[config.mk]
export PLATFORM = sky130hd
export DESIGN_NAME = fcp_core
export DESIGN_NICKNAME = d
export VERILOG_FILES = /design/src/hw/fcp_pkg.sv /design/src/hw/fcp_core.sv /design/src/hw/fcp_sector_len.sv
export SDC_FILE = /design/constraint.sdc
export NUM_CORES = 1
export LEC_CHECK = 0
export BUFFER_PORTS_ARGS = -buffer_cell sky130_fd_sc_hd__buf_2
export CAP_MARGIN = 10
export CELL_PAD_IN_SITES_DETAIL_PLACEMENT = 2
export CELL_PAD_IN_SITES_GLOBAL_PLACEMENT = 2
export CORE_MARGIN = 2
export CORE_UTILIZATION = 34
export CTS_CLUSTER_SIZE = 8
export DETAILED_ROUTE_END_ITERATION = 16
export PLACE_DENSITY_LB_ADDON = 0.1
export SLEW_MARGIN = 20
export SYNTH_ARGS = -nofsm -noshare
export SYNTH_HDL_FRONTEND = slang
export SYNTH_SLANG_ARGS = --single-unit
export TNS_END_PERCENT = 50
[constraint.sdc]
create_clock -name CLK -period 7.34 [get_ports CLK]
set_input_delay 0 -clock CLK [delete_from_list [all_inputs] [get_ports CLK]]
set_output_delay 0 -clock CLK [all_outputs]
set_load 0.005 [all_outputs]
[src/hw/fcp_pkg.sv]
// package of constants and carriers for the floppy command/result interpreter
package fcp_pkg;
   // phase encodings, one-hot
   localparam int PH_W = 4;
   // command opcode values (low five bits of first byte)
   localparam logic [4:0] OP_READ        = 5'h06;
   localparam logic [4:0] OP_WRITE       = 5'h05;
   localparam logic [4:0] OP_FORMAT      = 5'h0D;
   localparam logic [4:0] OP_SEEK        = 5'h0F;
   localparam logic [4:0] OP_SENSE_INT   = 5'h08;
   localparam logic [4:0] OP_CONFIGURE   = 5'h13;
   localparam logic [4:0] OP_PERP        = 5'h12;
   localparam logic [4:0] OP_VERIFY      = 5'h16;
   // status byte 0 values for invalid and normal command
   localparam logic [7:0] ST0_INVALID    = 8'h80;
   localparam logic [7:0] ST0_NORMAL     = 8'h20;
   // sizes
   localparam logic [7:0] SHORT_LEN_DFLT = 8'hFF;
   localparam int         NOMINAL_SECTOR = 128;
   localparam int         MAX_PARAMS     = 8;
   localparam int         MAX_RESULTS    = 7;
   // configure byte field positions
   localparam int CFG_IMPLIED_SEEK_BIT   = 6;
   localparam int CFG_QUEUE_EN_N_BIT     = 5;
   // parameter byte positions, then configure queue-disable reset value
   localparam int DIR_BIT                = 6;
   localparam int EC_BIT                 = 0;
   localparam logic CFG_QUEUE_EN_N_RST   = 1'b1;

   // decoded parameters handed to the execution side
   typedef struct packed {
      logic [1:0] drive;
      logic [7:0] cylinder;
      logic [7:0] fill_pattern;
      logic [2:0] size_code;
      logic [7:0] short_sector_length;
      logic       step_inward;
      logic       verify_by_count_flag;
      logic       seek_first;
   } fcp_params_t;
endpackage : fcp_pkg

[src/hw/fcp_core.sv]
// command/result phase interpreter of the floppy controller
// Operation
// - entering result phase after execution raises floppy interrupt output; sense entry does not.
// - no new command until all result bytes are read.
// - result phase shows request ready and direction both one.
// - after last result byte: ready one, direction zero, busy cleared.
// - invalid first byte interrupts; sense interrupt then reports invalid.
// - cylinder parameter accepted over full 0..255 range.
// - format writes the pattern byte into every data field.
// - perpendicular flag bit one marks that drive perpendicular.
// - relative seek direction bit zero steps out, one steps in.
// - size code zero uses 128 bytes, host gets short length.
// - short writes fill rest of physical sector with zeros.
// - crc spans the full physical sector.
// - count flag makes verify short length a sector count.
// - data queue enabled when active-low enable bit is zero.
// - implied seek enabled seeks before cylinder-bearing read/write.
// - command writes need ready one, direction zero; ready drops per byte. The core takes command and parameter phase writes even while ready is zero.
`timescale 1ns/1ps
`default_nettype none
module fcp_core (
   // clock and reset
   input  wire logic                 CLK,
   input  wire logic                 RST,
   // host byte port
   input  wire logic                 WR_STB,
   input  wire logic [7:0]           WR_DATA,
   input  wire logic                 RD_STB,
   output logic      [7:0]           RD_DATA,
   // main status and interrupt
   output logic                      HOST_REQUEST_READY,
   output logic                      TRANSFER_TOWARD_HOST,
   output logic                      CONTROLLER_BUSY,
   output logic                      FLOPPY_IRQ,
   // execution side
   output logic                      EXEC_START,
   output logic [4:0]                EXEC_OPCODE,
   output fcp_pkg::fcp_params_t      EXEC_PARAMS,
   input  wire logic                 EXEC_DONE,
   input  wire logic [7:0]           EXEC_ST0,
   // decoded configuration and drive state
   output logic [3:0]                DRIVE_SELECT_ONEHOT,
   output logic [3:0]                PERPENDICULAR_DRIVE_FLAGS,
   output logic                      QUEUE_ENABLE,
   output logic                      IMPLIED_SEEK_ENABLE,
   output logic [14:0]               PHYS_BYTES,
   output logic [14:0]               HOST_BYTES,
   output logic [14:0]               ZERO_FILL,
   output logic [7:0]                SECTORS_PER_TRACK
);
   import fcp_pkg::*;

   typedef enum logic [PH_W-1:0] {
      PH_CMD    = 4'b0001,
      PH_PARAM  = 4'b0010,
      PH_EXEC   = 4'b0100,
      PH_RESULT = 4'b1000
   } fcp_phase_t;

   fcp_phase_t phase;
   fcp_phase_t next_phase;
   logic [4:0] opcode;
   logic [7:0] params [MAX_PARAMS];
   logic [3:0] param_idx;
   logic [3:0] param_need;
   logic [3:0] result_idx;
   logic [3:0] result_cnt;
   logic [7:0] results [MAX_RESULTS];
   logic       invalid_pending;
   logic       queue_en_n;
   logic       first_valid;
   logic       last_param;
   logic       last_result;
   logic [3:0] need_of;
   logic [7:0] param_view [MAX_PARAMS];

   // parameter counts per opcode; zero marks an invalid opcode
   always_comb begin
      case (WR_DATA[4:0])
         OP_READ, OP_WRITE, OP_VERIFY: need_of = 4'h8;
         OP_FORMAT:                    need_of = 4'h5;
         OP_SEEK, OP_CONFIGURE:        need_of = 4'h2;
         OP_PERP:                      need_of = 4'h1;
         OP_SENSE_INT:                 need_of = 4'hF;
         default:                      need_of = 4'h0;
      endcase
   end
   assign first_valid = (need_of != 4'h0);
   assign last_param  = (param_idx + 4'h1 == param_need);
   assign last_result = (result_idx + 4'h1 == result_cnt);

   // phase sequencing
   always_comb begin
      next_phase = phase;
      case (phase)
         PH_CMD: begin
            if (WR_STB && first_valid) begin
               if (need_of == 4'hF) next_phase = PH_RESULT; // sense has no params
               else next_phase = PH_PARAM;
            end
         end
         PH_PARAM:  if (WR_STB && last_param) next_phase = PH_EXEC;
         PH_EXEC:   if (EXEC_DONE) next_phase = PH_RESULT;
         PH_RESULT: if (RD_STB && last_result) next_phase = PH_CMD;
         default:   next_phase = PH_CMD;
      endcase
   end
   always_ff @(posedge CLK) begin
      if (RST) phase <= PH_CMD;
      else phase <= next_phase;
   end

   // command capture; writes outside command phases are dropped
   always_ff @(posedge CLK) begin
      if (RST) begin
         opcode     <= 5'h00;
         param_idx  <= 4'h0;
         param_need <= 4'h0;
      end else if (WR_STB && phase == PH_CMD && first_valid) begin
         opcode     <= WR_DATA[4:0];
         param_idx  <= 4'h0;
         param_need <= need_of;
      end else if (WR_STB && phase == PH_PARAM) begin
         params[param_idx[2:0]] <= WR_DATA;
         param_idx              <= param_idx + 4'h1;
      end
   end

   // byte being written merged in, so the last parameter is seen at hand-off
   for (genvar g = 0; g < MAX_PARAMS; g++) begin : g_param_view
      assign param_view[g] = (param_idx[2:0] == 3'(g)) ? WR_DATA : params[g];
   end

   // invalid-command latch, consumed by the next sense interrupt
   always_ff @(posedge CLK) begin
      if (RST) invalid_pending <= 1'b0;
      else if (WR_STB && phase == PH_CMD && !first_valid) invalid_pending <= 1'b1;
      else if (WR_STB && phase == PH_CMD && need_of == 4'hF) invalid_pending <= 1'b0;
   end

   // result bytes loaded from execution or from sense
   always_ff @(posedge CLK) begin
      if (RST) begin
         result_idx <= 4'h0;
         result_cnt <= 4'h0;
      end else if (phase == PH_CMD && WR_STB && need_of == 4'hF) begin
         results[0] <= invalid_pending ? ST0_INVALID : ST0_NORMAL;
         result_idx <= 4'h0;
         result_cnt <= 4'h1;
      end else if (phase == PH_EXEC && EXEC_DONE) begin
         results[0] <= EXEC_ST0;
         results[1] <= params[1];
         result_idx <= 4'h0;
         result_cnt <= 4'h2;
      end else if (phase == PH_RESULT && RD_STB) begin
         result_idx <= result_idx + 4'h1;
      end
   end
   always_ff @(posedge CLK) begin
      if (RST) RD_DATA <= 8'h00;
      else if (phase == PH_CMD && WR_STB && need_of == 4'hF)
         RD_DATA <= invalid_pending ? ST0_INVALID : ST0_NORMAL;
      else if (phase == PH_EXEC && EXEC_DONE) RD_DATA <= EXEC_ST0;
      else if (phase == PH_RESULT && RD_STB) RD_DATA <= results[result_idx[2:0] + 3'h1];
   end

   // interrupt: result entry after execution or invalid first byte; reading a result clears it
   always_ff @(posedge CLK) begin
      if (RST) FLOPPY_IRQ <= 1'b0;
      else if (phase == PH_EXEC && EXEC_DONE) FLOPPY_IRQ <= 1'b1;
      else if (WR_STB && phase == PH_CMD && !first_valid) FLOPPY_IRQ <= 1'b1;
      else if (RD_STB && phase == PH_RESULT) FLOPPY_IRQ <= 1'b0;
      else if (WR_STB && phase == PH_CMD) FLOPPY_IRQ <= 1'b0;
   end

   // main status bits; ready drops one cycle after each byte write
   logic wr_seen;
   always_ff @(posedge CLK) begin
      if (RST) wr_seen <= 1'b0;
      else wr_seen <= WR_STB;
   end
   assign HOST_REQUEST_READY   = (phase == PH_CMD || phase == PH_PARAM ||
                                  phase == PH_RESULT) && !wr_seen;
   assign TRANSFER_TOWARD_HOST = (phase == PH_RESULT);
   assign CONTROLLER_BUSY      = (phase != PH_CMD);

   // configuration held across commands
   always_ff @(posedge CLK) begin
      if (RST) begin
         queue_en_n                <= CFG_QUEUE_EN_N_RST;
         IMPLIED_SEEK_ENABLE       <= 1'b0;
         PERPENDICULAR_DRIVE_FLAGS <= 4'h0;
      end else if (phase == PH_PARAM && WR_STB && last_param) begin
         if (opcode == OP_CONFIGURE) begin
            queue_en_n          <= WR_DATA[CFG_QUEUE_EN_N_BIT];
            IMPLIED_SEEK_ENABLE <= WR_DATA[CFG_IMPLIED_SEEK_BIT];
         end
         if (opcode == OP_PERP) PERPENDICULAR_DRIVE_FLAGS <= WR_DATA[3:0];
      end
   end
   assign QUEUE_ENABLE = !queue_en_n;

   // execution hand-off
   always_ff @(posedge CLK) begin
      if (RST) begin
         EXEC_START  <= 1'b0;
         EXEC_OPCODE <= 5'h00;
         EXEC_PARAMS <= '0;
      end else begin
         EXEC_START <= (phase == PH_PARAM && WR_STB && last_param);
         if (phase == PH_PARAM && WR_STB && last_param) begin
            EXEC_OPCODE                      <= opcode;
            EXEC_PARAMS.drive                <= param_view[0][1:0];
            EXEC_PARAMS.cylinder             <= (opcode == OP_FORMAT) ? 8'h00 : param_view[1];
            EXEC_PARAMS.fill_pattern         <= (opcode == OP_FORMAT) ? WR_DATA : 8'h00;
            EXEC_PARAMS.size_code            <= param_view[(opcode == OP_FORMAT) ? 1 : 4][2:0];
            EXEC_PARAMS.short_sector_length  <= WR_DATA;
            EXEC_PARAMS.step_inward          <= param_view[0][DIR_BIT];
            EXEC_PARAMS.verify_by_count_flag <= (opcode == OP_VERIFY) &&
                                                param_view[0][EC_BIT+7];
            EXEC_PARAMS.seek_first           <= IMPLIED_SEEK_ENABLE &&
               (opcode == OP_READ || opcode == OP_WRITE || opcode == OP_VERIFY);
         end
      end
   end

   // selected drive decoded to one-hot
   always_comb begin
      DRIVE_SELECT_ONEHOT = 4'h0;
      DRIVE_SELECT_ONEHOT[EXEC_PARAMS.drive] = 1'b1;
   end

   fcp_sector_len u_len (
      .size_code    (EXEC_PARAMS.size_code),
      .short_len    (EXEC_PARAMS.short_sector_length),
      .by_count     (EXEC_PARAMS.verify_by_count_flag),
      .phys_bytes   (PHYS_BYTES),
      .host_bytes   (HOST_BYTES),
      .zero_fill    (ZERO_FILL),
      .sector_count (SECTORS_PER_TRACK)
   );
endmodule : fcp_core
`default_nettype wire

[src/hw/fcp_sector_len.sv]
// transfer length calculator for short and full sectors
`timescale 1ns/1ps
`default_nettype none
module fcp_sector_len (
   // parameter inputs
   input  wire logic [2:0]  size_code,
   input  wire logic [7:0]  short_len,
   input  wire logic        by_count,
   // lengths
   output logic      [14:0] phys_bytes,
   output logic      [14:0] host_bytes,
   output logic      [14:0] zero_fill,
   output logic      [7:0]  sector_count
);
   import fcp_pkg::*;
   // physical sector always full size so crc spans it all
   assign phys_bytes = 15'(NOMINAL_SECTOR) << size_code;
   // short length applies only when code is zero and not counting
   always_comb begin
      if (size_code == 3'h0 && !by_count) begin
         host_bytes = (short_len < 8'(NOMINAL_SECTOR)) ? {7'h00, short_len}
                                                       : phys_bytes;
      end else begin
         host_bytes = phys_bytes;
      end
      zero_fill    = phys_bytes - host_bytes;
      sector_count = by_count ? short_len : 8'h00;
   end
endmodule : fcp_sector_len
`default_nettype wire

==> run_results.csv, run 1 <==
group,metric,value,unit
setup_path,critPathRequiredTime,7330,ps
synthesis,synth_most_common_cell,"nand2_1",
synthesis,ys_warn_count,0,
setup_path,arrival,3150,ps
clocking,ctsLongestPathBuffers,2,
synthesis,synth_edf_count,31,
sta,fin_tns_setup,0,ps
clocking,clk_latency,350,ps
floorplanning,start_util,34.5,%
synthesis,synthesis.instances,574,
drt,drt-total-wl,17.0,mm
synthesis,synth-seq-area-share,47.9,%
finish,filler_cell_count,1694,
finish,layout.area.seq,2490,um2
global_routing,track_usage,20.8,%
drt,first_pass_iters,4,
setup_path,r2r_end,"results[0][3]$_SDFFCE_PN0P_",
setup_path,crit_buf_inv,1,
clocking,clkSinkCount,109,
sta,period_share,43.0,%
clocking,numCtsBuffers,9,
floorplanning,coreArea,15100,um2
sta,tightest_slew,891,ps
drt,routedWlPerCell,19.2,um
pwr,power,1.15,mW
global_routing,grt_max_degree,56,
setup_path,cp_cell_sequence,"nor4b_1, inv_1, nor2_1, a21oi_1, nor2_1",
global_routing,grt_pass1_wl,26.7,mm
clocking,postCtsSetupRepairBufs,0,
setup_path,cpMaxStageDelayCell,"nor4b_1",
clocking,path_clk_slew,70,ps
global_routing,antenna_found_initial,0,
clocking,clockRootBuffer,"clkbuf_16",
sta,drv_slew,0,
setup_path,critPathMaxFanout,8,
sta,fmax,317,MHz
drt,first_iter_violations,206,
pwr,power.density,181,nW/um2
finish,multiInputGateArea,2510,um2
finish,layoutNonFillerInstCount,887,
place,placed_cells,858,
run_status,status,"complete, no violations",
clocking,cts_tree,"built",
floorplanning,fp-row-count,45,
finish,drive_gt1_share,23.2,%
synthesis,ys_async_sr_fraction,0,%
setup_path,rr_startpoint,"phase[0]$_SDFFE_PP1P_",
finish,fin_area,6350,um2
hold_path,min_from,"WR_DATA[1]",
synthesis,synth-seq-cells,109,
synthesis,synthTopCellsByArea,"dfxtp_1 30%, edfxtp_1 18%, nand2_1 6.1%",
setup_path,r2r.worst_path.cells,5,
place,dp_hpwl,12.3,mm
drt,routed_via_density,5.24,
floorplanning,die_w,128,um
floorplanning,die_y,128,um
setup_path,path_common_cell,"nor2_1",
clocking,post_cts_resized,0,
hold_path,min_to,"params[0][1]$_DFFE_PP_",
setup_path,crit_family,"simple AND/OR/NAND/NOR gates",
synthesis,synth_flop_cell,"dfxtp_1",
sta,setup_viol,0,
place,io_buffers,126,
synthesis,synth_cell_types,56,
finish,finalNetCount,726,
synthesis,synth.largest_area_cell,"dfxtp_1",
drt,drc_errors,0,
floorplanning,die-area,16300,um2
global_routing,grt.overflow.total,0,
sta,finalCriticalPeriod,3150,ps
place,place.gp.congestion,0.782,
synthesis,yosysTopAreaCellShare,30.0,%
sta,slew_headroom,39.8,%
global_routing,grt_pass1_vias,4883,
place,dpl_cell_area,5950,um2
setup_path,cp-start-kind,"register",
finish,antenna_cells,0,
drt,ant_nets,0,
hold_path,hold_depth,1,
synthesis,syn_area_per_cell,9.07,um2
hold_path,hp-class,"primary input to register",
finish,area_delta_synth_final,22.0,%
setup_path,worstSetupPathType,"register to register",
sta,report.final.hold_viol_count,0,
pwr,p_leak,2.79,nW
setup_path,crit_path_max_incr_delay,760,ps
sta,rsz0062_at_grt,"false",
floorplanning,top_level_ports,134,
setup_path,r2r_slack,4190,ps
pwr,irDropWorstVdd,0.000116,V
drt,vias,4645,
synthesis,synth_commonest_cells,"85 x nand2_1, 78 x dfxtp_1, 55 x a21oi_1",
synthesis,synth_area,5210,um2
clocking,h-tree-depth,3,
setup_path,critPathCaptureType,"register",
sta,finalClockSkew,7.33,ps
job,maxCapViolations,0,
metal layers:
| layer | wire, um | track usage [%] | vias up |
|---|---|---|---|
| met2 | 8690 | 36.7 | 79 |
| met5 | 0 | 0 | - |
| met4 | 106 | 3.62 | 0 |
| li1 | - | - | 2234 |
| met1 | 7700 | 26.6 | 2325 |
| met3 | 546 | 4.51 | 7 |
logic make-up after synthesis:
logic type | share of synthesized area (%)
muxes | 4.97
DFF | 47.9
buffers and inverters | 4.76
xor gates and xnor gates | 3.70
adders and majority gates | 2.64
and+or+nand+nor | 23.8
other | 0.0720
AOI/OAI and AO/OA | 12.2
metrics by stage:
stage / setup WS (ps) / hold slack, ps / utilization (%)
after global routing: 3860 / 4.82 / 42.1
final: 4190 / 16.8 / 42.1
after CTS: 4200 / 1.70 / 42.1
after floorplan: 4760 / 98.9 / -
after detailed placement: 4200 / 304 / 39.4
after global placement: 4420 / 304 / 39.4
power breakdown:
part / switching (mW) / total [mW] / internal [mW]
Sequential: 0.00702 / 0.629 / 0.622
Combinational: 0.0461 / 0.0713 / 0.0252
Clock: 0.224 / 0.452 / 0.228
sequential cells by signal (all words and copies together), names as in the netlist, 4 cells and up:
signal / count
param_need: 4
EXEC_OPCODE: 5
result_idx: 4
results: 16
EXEC_PARAMS: 32
RD_DATA: 8
opcode: 5
phase: 4
param_idx: 4
PERPENDICULAR_DRIVE_FLAGS: 4
params: 15
placed cells by master, fill, tap and decap left out, drive strengths merged, types with 8 or more instances in the layout:
cell / Yosys / final
or3: 11 / 11
xnor2: 14 / 14
and3: 8 / 8
buf: 16 / 130
nor2: 40 / 40
dfxtp: 78 / 78
a21oi: 55 / 55
nor3b: 8 / 8
o21ai: 18 / 18
dlygate4sd3: 0 / 13
mux2i: 18 / 18
xor2: 8 / 8
ha: 11 / 11
inv: 15 / 15
nor3: 13 / 13
edfxtp: 31 / 31
nand3: 25 / 25
nand2: 86 / 86
and2: 18 / 18
o22ai: 8 / 8
clkbuf: 24 / 9
timing repair:
item | CTS | global route
hold endpoints to repair | 20 | 0
hold buffers | 13 | 0
setup endpoints to repair | 0 | 0
worst max-delay path by stage:
stage          cells past startpoint                   from  slack (ps)                           to
4_1_cts                            5  phase[0]$_SDFFE_PP1P_        4200  results[0][0]$_SDFFCE_PN0P_
6_report                           5  phase[0]$_SDFFE_PP1P_        4190  results[0][3]$_SDFFCE_PN0P_
2_1_floorplan                      7             WR_DATA[0]        4760       params[1][0]$_DFFE_PP_
3_5_place_dp                       9             WR_DATA[0]        4200       params[1][4]$_DFFE_PP_
5_1_grt                            5  phase[0]$_SDFFE_PP1P_        3860  results[0][2]$_SDFFCE_PN0P_
3_3_place_gp                       9             WR_DATA[0]        4420       params[1][3]$_DFFE_PP_
cell type report:
cell class              instances  area share, %
well taps                     188           3.70
inverters                      15          0.886
clock inverters                 7          0.669
multi-input cells             416           39.5
flip-flops and latches        109           39.2
clock buffers                   9           3.54
repair buffers                143           12.4
Power figures use the tool's default switching activity.
==> run 2, diff against run 1 <==
--- a/config.mk
+++ b/config.mk
@@ -10,7 +10,7 @@
 export CELL_PAD_IN_SITES_DETAIL_PLACEMENT = 2
 export CELL_PAD_IN_SITES_GLOBAL_PLACEMENT = 2
 export CORE_MARGIN = 2
-export CORE_UTILIZATION = 34
+export CORE_UTILIZATION = 28
 export CTS_CLUSTER_SIZE = 8
 export DETAILED_ROUTE_END_ITERATION = 16
 export PLACE_DENSITY_LB_ADDON = 0.1
==> constraint.sdc (replaced) <==
create_clock -name CLK -period 2.61 [get_ports CLK]
set_input_delay 0 -clock CLK [delete_from_list [all_inputs] [get_ports CLK]]
set_output_delay 0 -clock CLK [all_outputs]
set_load 0.005 [all_outputs]
==> run_results.csv, run 2 (same netlist as run 1, synthesis figures left out) <==
group,metric,value,unit
run_status,status,"complete, no violations",
hold_path,hp-class,"primary input to register",
global_routing,antenna_found_initial,0,
floorplanning,start_util,28.8,%
finish,antenna_cells,0,
setup_path,r2r.worst_path.cells,7,
global_routing,grt.overflow.total,0,
floorplanning,die_w,140,um
clocking,numCtsBuffers,9,
drt,first_iter_violations,155,
setup_path,critPathCaptureType,"register",
sta,tightest_slew,834,ps
pwr,power.clock.fraction,42.3,%
drt,ant_nets,0,
clocking,path_clk_slew,70,ps
clocking,h-tree-depth,3,
setup_path,r2r_end,"EXEC_PARAMS[27]$_SDFFE_PP0P_",
finish,largest-register,"EXEC_PARAMS",
sta,slew_headroom,44.3,%
sta,setup_viol,0,
finish,drive_gt1_share,26.4,%
global_routing,grt_pass1_wl,28.1,mm
clocking,clkSinkCount,109,
sta,fmax,415,MHz
finish,filler_cell_count,2015,
drt,routedWlPerCell,18.4,um
drt,routed_via_density,4.99,
global_routing,grt_max_degree,55,
hold_path,min_from,"WR_STB",
drt,drc_errors,0,
sta,report.final.hold_viol_count,0,
drt,first_pass_iters,4,
global_routing,grt_busiest_layer,"met2",
pwr,internal-power,2.65,mW
place,placed_cells,924,
clocking,ctsLongestPathBuffers,2,
finish,mostFrequentLayoutCell,"buf_2",
place,io_buffers,126,
hold_path,min_to,"param_idx[1]$_SDFFE_PP0P_",
setup_path,cp-start-kind,"register",
sta,rsz0062_at_grt,"false",
hold_path,hold_depth,3,
finish,layoutNonFillerInstCount,952,
pwr,combinationalPowerShare,6.4,%
clocking,clk_latency,360,ps
setup_path,worstSetupPathType,"register to register",
pwr,seq_power_share,51.4,%
setup_path,critPathRequiredTime,2890,ps
place,place.gp.congestion,0.800,
setup_path,critPathMaxFanout,24,
global_routing,gr-usage-met3,3.18,%
pwr,p_sw_share,23.1,%
sta,period_share,92.3,%
pwr,p_leak,2.95,nW
pwr,power.density,518,nW/um2
pwr,p_sw,0.794,mW
finish,area_delta_synth_final,27.6,%
global_routing,track_usage,18.1,%
floorplanning,coreArea,18100,um2
global_routing,use_met1,23.2,%
global_routing,grt_pass1_vias,5051,
finish,finalNetCount,750,
floorplanning,fp-row-count,49,
drt,drt-total-wl,17.5,mm
floorplanning,die-area,19700,um2
clocking,cts_tree,"built",
setup_path,r2r_slack,200,ps
sta,fin_tns_setup,0,ps
finish,largest_register_ffs,32,
pwr,irDropWorstVdd,0.000298,V
finish,layout_common_cells,"126 x buf_2, 85 x nand2_1, 76 x dfxtp_1, 55 x a21oi_1, 39 x nor2_1",
floorplanning,top_level_ports,134,
place,dp_hpwl,13.0,mm
sta,finalCriticalPeriod,2410,ps
job,maxCapViolations,0,
sta,finalClockSkew,10.6,ps
global_routing,met2_usage,31.5,%
setup_path,arrival,2690,ps
drt,vias,4749,
floorplanning,die_y,140,um
setup_path,rr_startpoint,"param_idx[0]$_SDFFE_PP0P_",
clocking,clockRootBuffer,"clkbuf_16",
sta,drv_slew,0,
-- run 2: cell count changes in the layout (fill, tap and decap cells not counted), sizes merged --
cell         before  now
buf             130  155
bufinv            0    1
clkbuf            9   11
clkinv            5    3
clkinvlp          2    0
dlygate4sd3      13   12
inv              15   16
-- run 2: what timing repair did --
item                       CTS  global route
setup endpoints to repair    0            35
setup buffers                0             0
resized for setup            0             5
hold endpoints to repair    21             0
hold buffers                12             0
-- run 2: how the worst max path moves through the flow --
stage / start / depth (start not counted) / endpoint / slack [ps]
floorplan: WR_DATA[0] / 7 / params[1][0]$_DFFE_PP_ / 30
detailed placement: param_idx[0]$_SDFFE_PP0P_ / 7 / EXEC_PARAMS[27]$_SDFFE_PP0P_ / 110
global placement: param_idx[0]$_SDFFE_PP0P_ / 7 / EXEC_PARAMS[27]$_SDFFE_PP0P_ / 280
CTS: EXEC_PARAMS[11]$_SDFFE_PP0P_ / 9 / ZERO_FILL[8] / 60
finish: param_idx[0]$_SDFFE_PP0P_ / 7 / EXEC_PARAMS[27]$_SDFFE_PP0P_ / 200
global route: param_idx[0]$_SDFFE_PP0P_ / 7 / EXEC_PARAMS[25]$_SDFFE_PP0P_ / 10
-- run 2: metal layers --
metal / share of wire (%) / up-vias
met5: 0 / -
met2: 50 / 75
met4: 1.4 / 0
met3: 2.6 / 15
met1: 46 / 2372
li1: - / 2287
-- run 2: metrics by stage --
stage	util, %	cell area, um2	hold WS (ps)	worst slack (ps)	power, mW
after floorplan	-	5230	98.9	34.5	1.91
after global placement	34.3	6200	284	278	2.01
after detailed placement	34.3	6200	284	114	2.01
after CTS	36.7	6640	10.6	62.2	3.50
after global routing	36.7	6650	21.5	13.5	3.58
final	36.7	6650	28.4	200	3.44
-- run 2: layout make-up --
type                    instances  area, um2  share of cell area, %
clock buffers                  11        258                   3.88
clock inverters                 5       56.3                  0.847
well taps                     229        287                   4.31
inverters                      15       56.3                  0.847
repair buffers                167        981                   14.8
multi-input cells             416       2510                   37.8
flip-flops and latches        109       2490                   37.5
-- run 2: power groups by stage --
| stage | registers, mW | clock network, mW | logic [mW] |
|---|---|---|---|
| final | 1.77 | 1.46 | 0.219 |
| after CTS | 1.77 | 1.51 | 0.221 |
| after global routing | 1.77 | 1.57 | 0.239 |
| after global placement | 1.81 | 0 | 0.201 |
| after floorplan | 1.80 | 0 | 0.112 |
| after detailed placement | 1.81 | 0 | 0.206 |
-- run 2: critical path: stages, from the launching register on --
cell and delay [ps]:
dfxtp_2 400, inv_1 110, ha_1 330, xnor2_1 160
nand2_1 160, or4_4 600, or3_1 400, a21oi_1 150
==> run 3, diff against run 2 <==
--- a/config.mk
+++ b/config.mk
@@ -10,12 +10,13 @@
 export CELL_PAD_IN_SITES_DETAIL_PLACEMENT = 2
 export CELL_PAD_IN_SITES_GLOBAL_PLACEMENT = 2
 export CORE_MARGIN = 2
-export CORE_UTILIZATION = 28
+export CORE_UTILIZATION = 29
 export CTS_CLUSTER_SIZE = 8
 export DETAILED_ROUTE_END_ITERATION = 16
 export PLACE_DENSITY_LB_ADDON = 0.1
 export SLEW_MARGIN = 20
 export SYNTH_ARGS = -nofsm -noshare
 export SYNTH_HDL_FRONTEND = slang
+export SYNTH_HIERARCHICAL = 1
 export SYNTH_SLANG_ARGS = --single-unit
 export TNS_END_PERCENT = 50
==> run_results.csv, run 3 <==
group,metric,value,unit
clocking,numCtsBuffers,9,
pwr,irDropWorstVdd,0.000333,V
global_routing,grt_pass1_wl,29.4,mm
floorplanning,fp-row-count,50,
setup_path,r2r_end,"EXEC_PARAMS[27]$_SDFFE_PP0P_",
synthesis,syn_area_per_cell,9.01,um2
setup_path,critPathCaptureType,"register",
setup_path,critPathMaxFanout,43,
clocking,clk_latency,360,ps
synthesis,synth_most_common_cell,"nand2_1",
synthesis,synth_area,5510,um2
sta,period_share,94.0,%
setup_path,cpMaxStageDelayCell,"or4_1",
setup_path,critPathRequiredTime,2890,ps
drt,first_iter_violations,125,
setup_path,r2r.worst_path.cells,7,
hold_path,hp-class,"primary input to register",
setup_path,r2r_slack,160,ps
floorplanning,die_y,142,um
drt,drc_errors,0,
drt,vias,4972,
setup_path,arrival,2730,ps
finish,drive_gt1_share,27.2,%
finish,finish.utilization,37.5,%
global_routing,use_met1,23.0,%
global_routing,grt_pass1_vias,5348,
job,maxCapViolations,0,
drt,ant_nets,0,
synthesis,yosysTopAreaCellShare,28.4,%
finish,antenna_cells,0,
sta,fmax,408,MHz
global_routing,met2_usage,33.9,%
run_status,status,"complete, no violations",
hold_path,min_to,"results[0][0]$_SDFFCE_PN0P_",
hold_path,min_from,"EXEC_ST0[0]",
floorplanning,die-area,20100,um2
hold_path,hold_depth,2,
sta,drv_slew,0,
finish,largest_register_ffs,32,
sta,fin_tns_setup,0,ps
global_routing,antenna_found_initial,0,
clocking,cts_tree,"built",
setup_path,rr_startpoint,"param_idx[0]$_SDFFE_PP0P_",
global_routing,gr-usage-met3,2.87,%
clocking,h-tree-depth,3,
setup_path,cp-start-kind,"register",
sta,finalClockSkew,12.2,ps
floorplanning,start_util,29.5,%
setup_path,path_common_cell,"xnor2_1",
finish,layout_common_cells,"126 x buf_2, 87 x nand2_1, 73 x dfxtp_1, 59 x a21oi_1, 44 x nor2_1",
global_routing,grt_max_degree,73,
global_routing,grt.overflow.total,0,
place,place.gp.congestion,0.772,
drt,drt-total-wl,18.4,mm
place,io_buffers,126,
synthesis,synth_cell_types,68,
clocking,clockRootBuffer,"clkbuf_16",
setup_path,cp_cell_sequence,"ha_1, xnor2_1, xnor2_1, or4_1, buf_12, or3_1, a21oi_1",
finish,largest-register,"EXEC_PARAMS",
pwr,p_leak,3.06,nW
synthesis,synthesis.instances,611,
synthesis,ys_warn_count,6,
global_routing,grt_busiest_layer,"met2",
synthesis,synth_flop_cell,"dfxtp_1",
place,dpl_cell_area,6510,um2
synthesis,synth_edf_count,31,
finish,mostFrequentLayoutCell,"buf_2",
place,dp_hpwl,13.7,mm
finish,fin_area,6980,um2
sta,slew_headroom,45.8,%
drt,routedWlPerCell,18.5,um
synthesis,synth-seq-area-share,45.3,%
floorplanning,die_w,142,um
clocking,ctsLongestPathBuffers,2,
pwr,power.density,505,nW/um2
synthesis,synthTopCellsByArea,"dfxtp_1 28%, edfxtp_1 17%, nand2_1 6.0%",
clocking,path_clk_slew,80,ps
pwr,power,3.53,mW
setup_path,crit_path_max_incr_delay,610,ps
setup_path,worstSetupPathType,"register to register",
floorplanning,top_level_ports,134,
finish,area_delta_synth_final,26.9,%
sta,tightest_slew,813,ps
clocking,clkSinkCount,109,
drt,first_pass_iters,4,
sta,setup_viol,0,
synthesis,synth-seq-cells,109,
synthesis,synth.largest_area_cell,"dfxtp_1",
drt,routed_via_density,5.00,
synthesis,synth_commonest_cells,"88 x nand2_1, 78 x dfxtp_1, 60 x a21oi_1",
finish,finalNetCount,791,
sta,finalCriticalPeriod,2450,ps
sta,report.final.hold_viol_count,0,
synthesis,ys_async_sr_fraction,0,%
finish,filler_cell_count,2111,
floorplanning,coreArea,18600,um2
global_routing,track_usage,18.6,%
-- run 3: changes by cell type in the layout (fill, tap and decap cells not counted), sizes merged, moves of 5 or more --
cell / change
o22ai: -5
nand3: -7
inv: +6
nor2: +5
a21oi: +6
a22oi: +5
nand4b: +5
mux2i: +6
-- run 3: cell families after synthesis --
family                   Yosys count  synth area share, %
flip-flops                       109                 45.3
XOR/XNOR                          25                 3.98
AO/OA/AOI/OAI                    117                 13.2
multiplexers                      27                 4.98
AND/OR/NAND/NOR                  254                 24.1
buffers and inverters             63                 5.05
other                              1               0.0681
adder cells (fa/ha/maj)           15                 3.41
-- run 3: area by class of cell --
cell class | instances | area (um2) | area share [%]
Clock buffer | 9 | 225 | 3.22
Clock inverter | 7 | 72.6 | 1.04
Inverter | 20 | 75.1 | 1.07
Multi-Input combinational cell | 445 | 2820 | 40.3
Sequential cell | 109 | 2500 | 35.8
Tap cell | 234 | 293 | 4.19
Timing Repair Buffer | 170 | 1000 | 14.4
-- run 3: critical path: cells and delay by family, from the launching register on --
family | cells | cell delay, ps
fa+ha+maj | 1 | 250
flops | 1 | 370
simple gates | 2 | 1000
xor+xnor | 2 | 390
buf+inv | 1 | 200
compound gates | 1 | 140
-- run 3: what timing repair did --
action,in CTS,in global routing
buffers inserted,1,0
endpoints found under the hold margin,17,0
setup endpoints to repair,12,14
gates resized for setup,4,12
hold buffers,12,0
pin swaps,1,0
-- run 3: power by group --
group	internal (mW)	switching, mW
logic	0.132	0.191
registers	1.76	0.0296
clock network	0.750	0.661
-- run 3: worst max-delay path by stage --
| stage | start | cells past startpoint | end | slack, ps |
|---|---|---|---|---|
| after CTS | EXEC_PARAMS[13]$_SDFFE_PP0P_ | 9 | ZERO_FILL[13] | 20 |
| after detailed placement | param_idx[0]$_SDFFE_PP0P_ | 8 | EXEC_PARAMS[27]$_SDFFE_PP0P_ | -9 |
| after global routing | param_idx[0]$_SDFFE_PP0P_ | 8 | EXEC_PARAMS[26]$_SDFFE_PP0P_ | -20 |
| after floorplan | phase[0]$_SDFFE_PP1P_ | 7 | params[1][0]$_DFFE_PP_ | 230 |
| final | param_idx[0]$_SDFFE_PP0P_ | 7 | EXEC_PARAMS[27]$_SDFFE_PP0P_ | 160 |
| after global placement | param_idx[0]$_SDFFE_PP0P_ | 8 | EXEC_PARAMS[22]$_SDFFE_PP0P_ | 150 |
-- run 3: routing by layer --
metal	vias up	share of wire, %
met3	13	2.8
met1	2441	45
li1	2426	-
met5	-	0
met4	0	1.1
met2	92	51
-- run 3: per-stage QoR --
stage          hold WS [ps]  setup slack (ps)  cells
2_1_floorplan          98.9               226    617
3_3_place_gp            293               151    965
3_5_place_dp            292             -9.18    965
4_1_cts                1.55              18.1    994
5_1_grt                19.7             -15.7    994
6_report               8.93               157    994
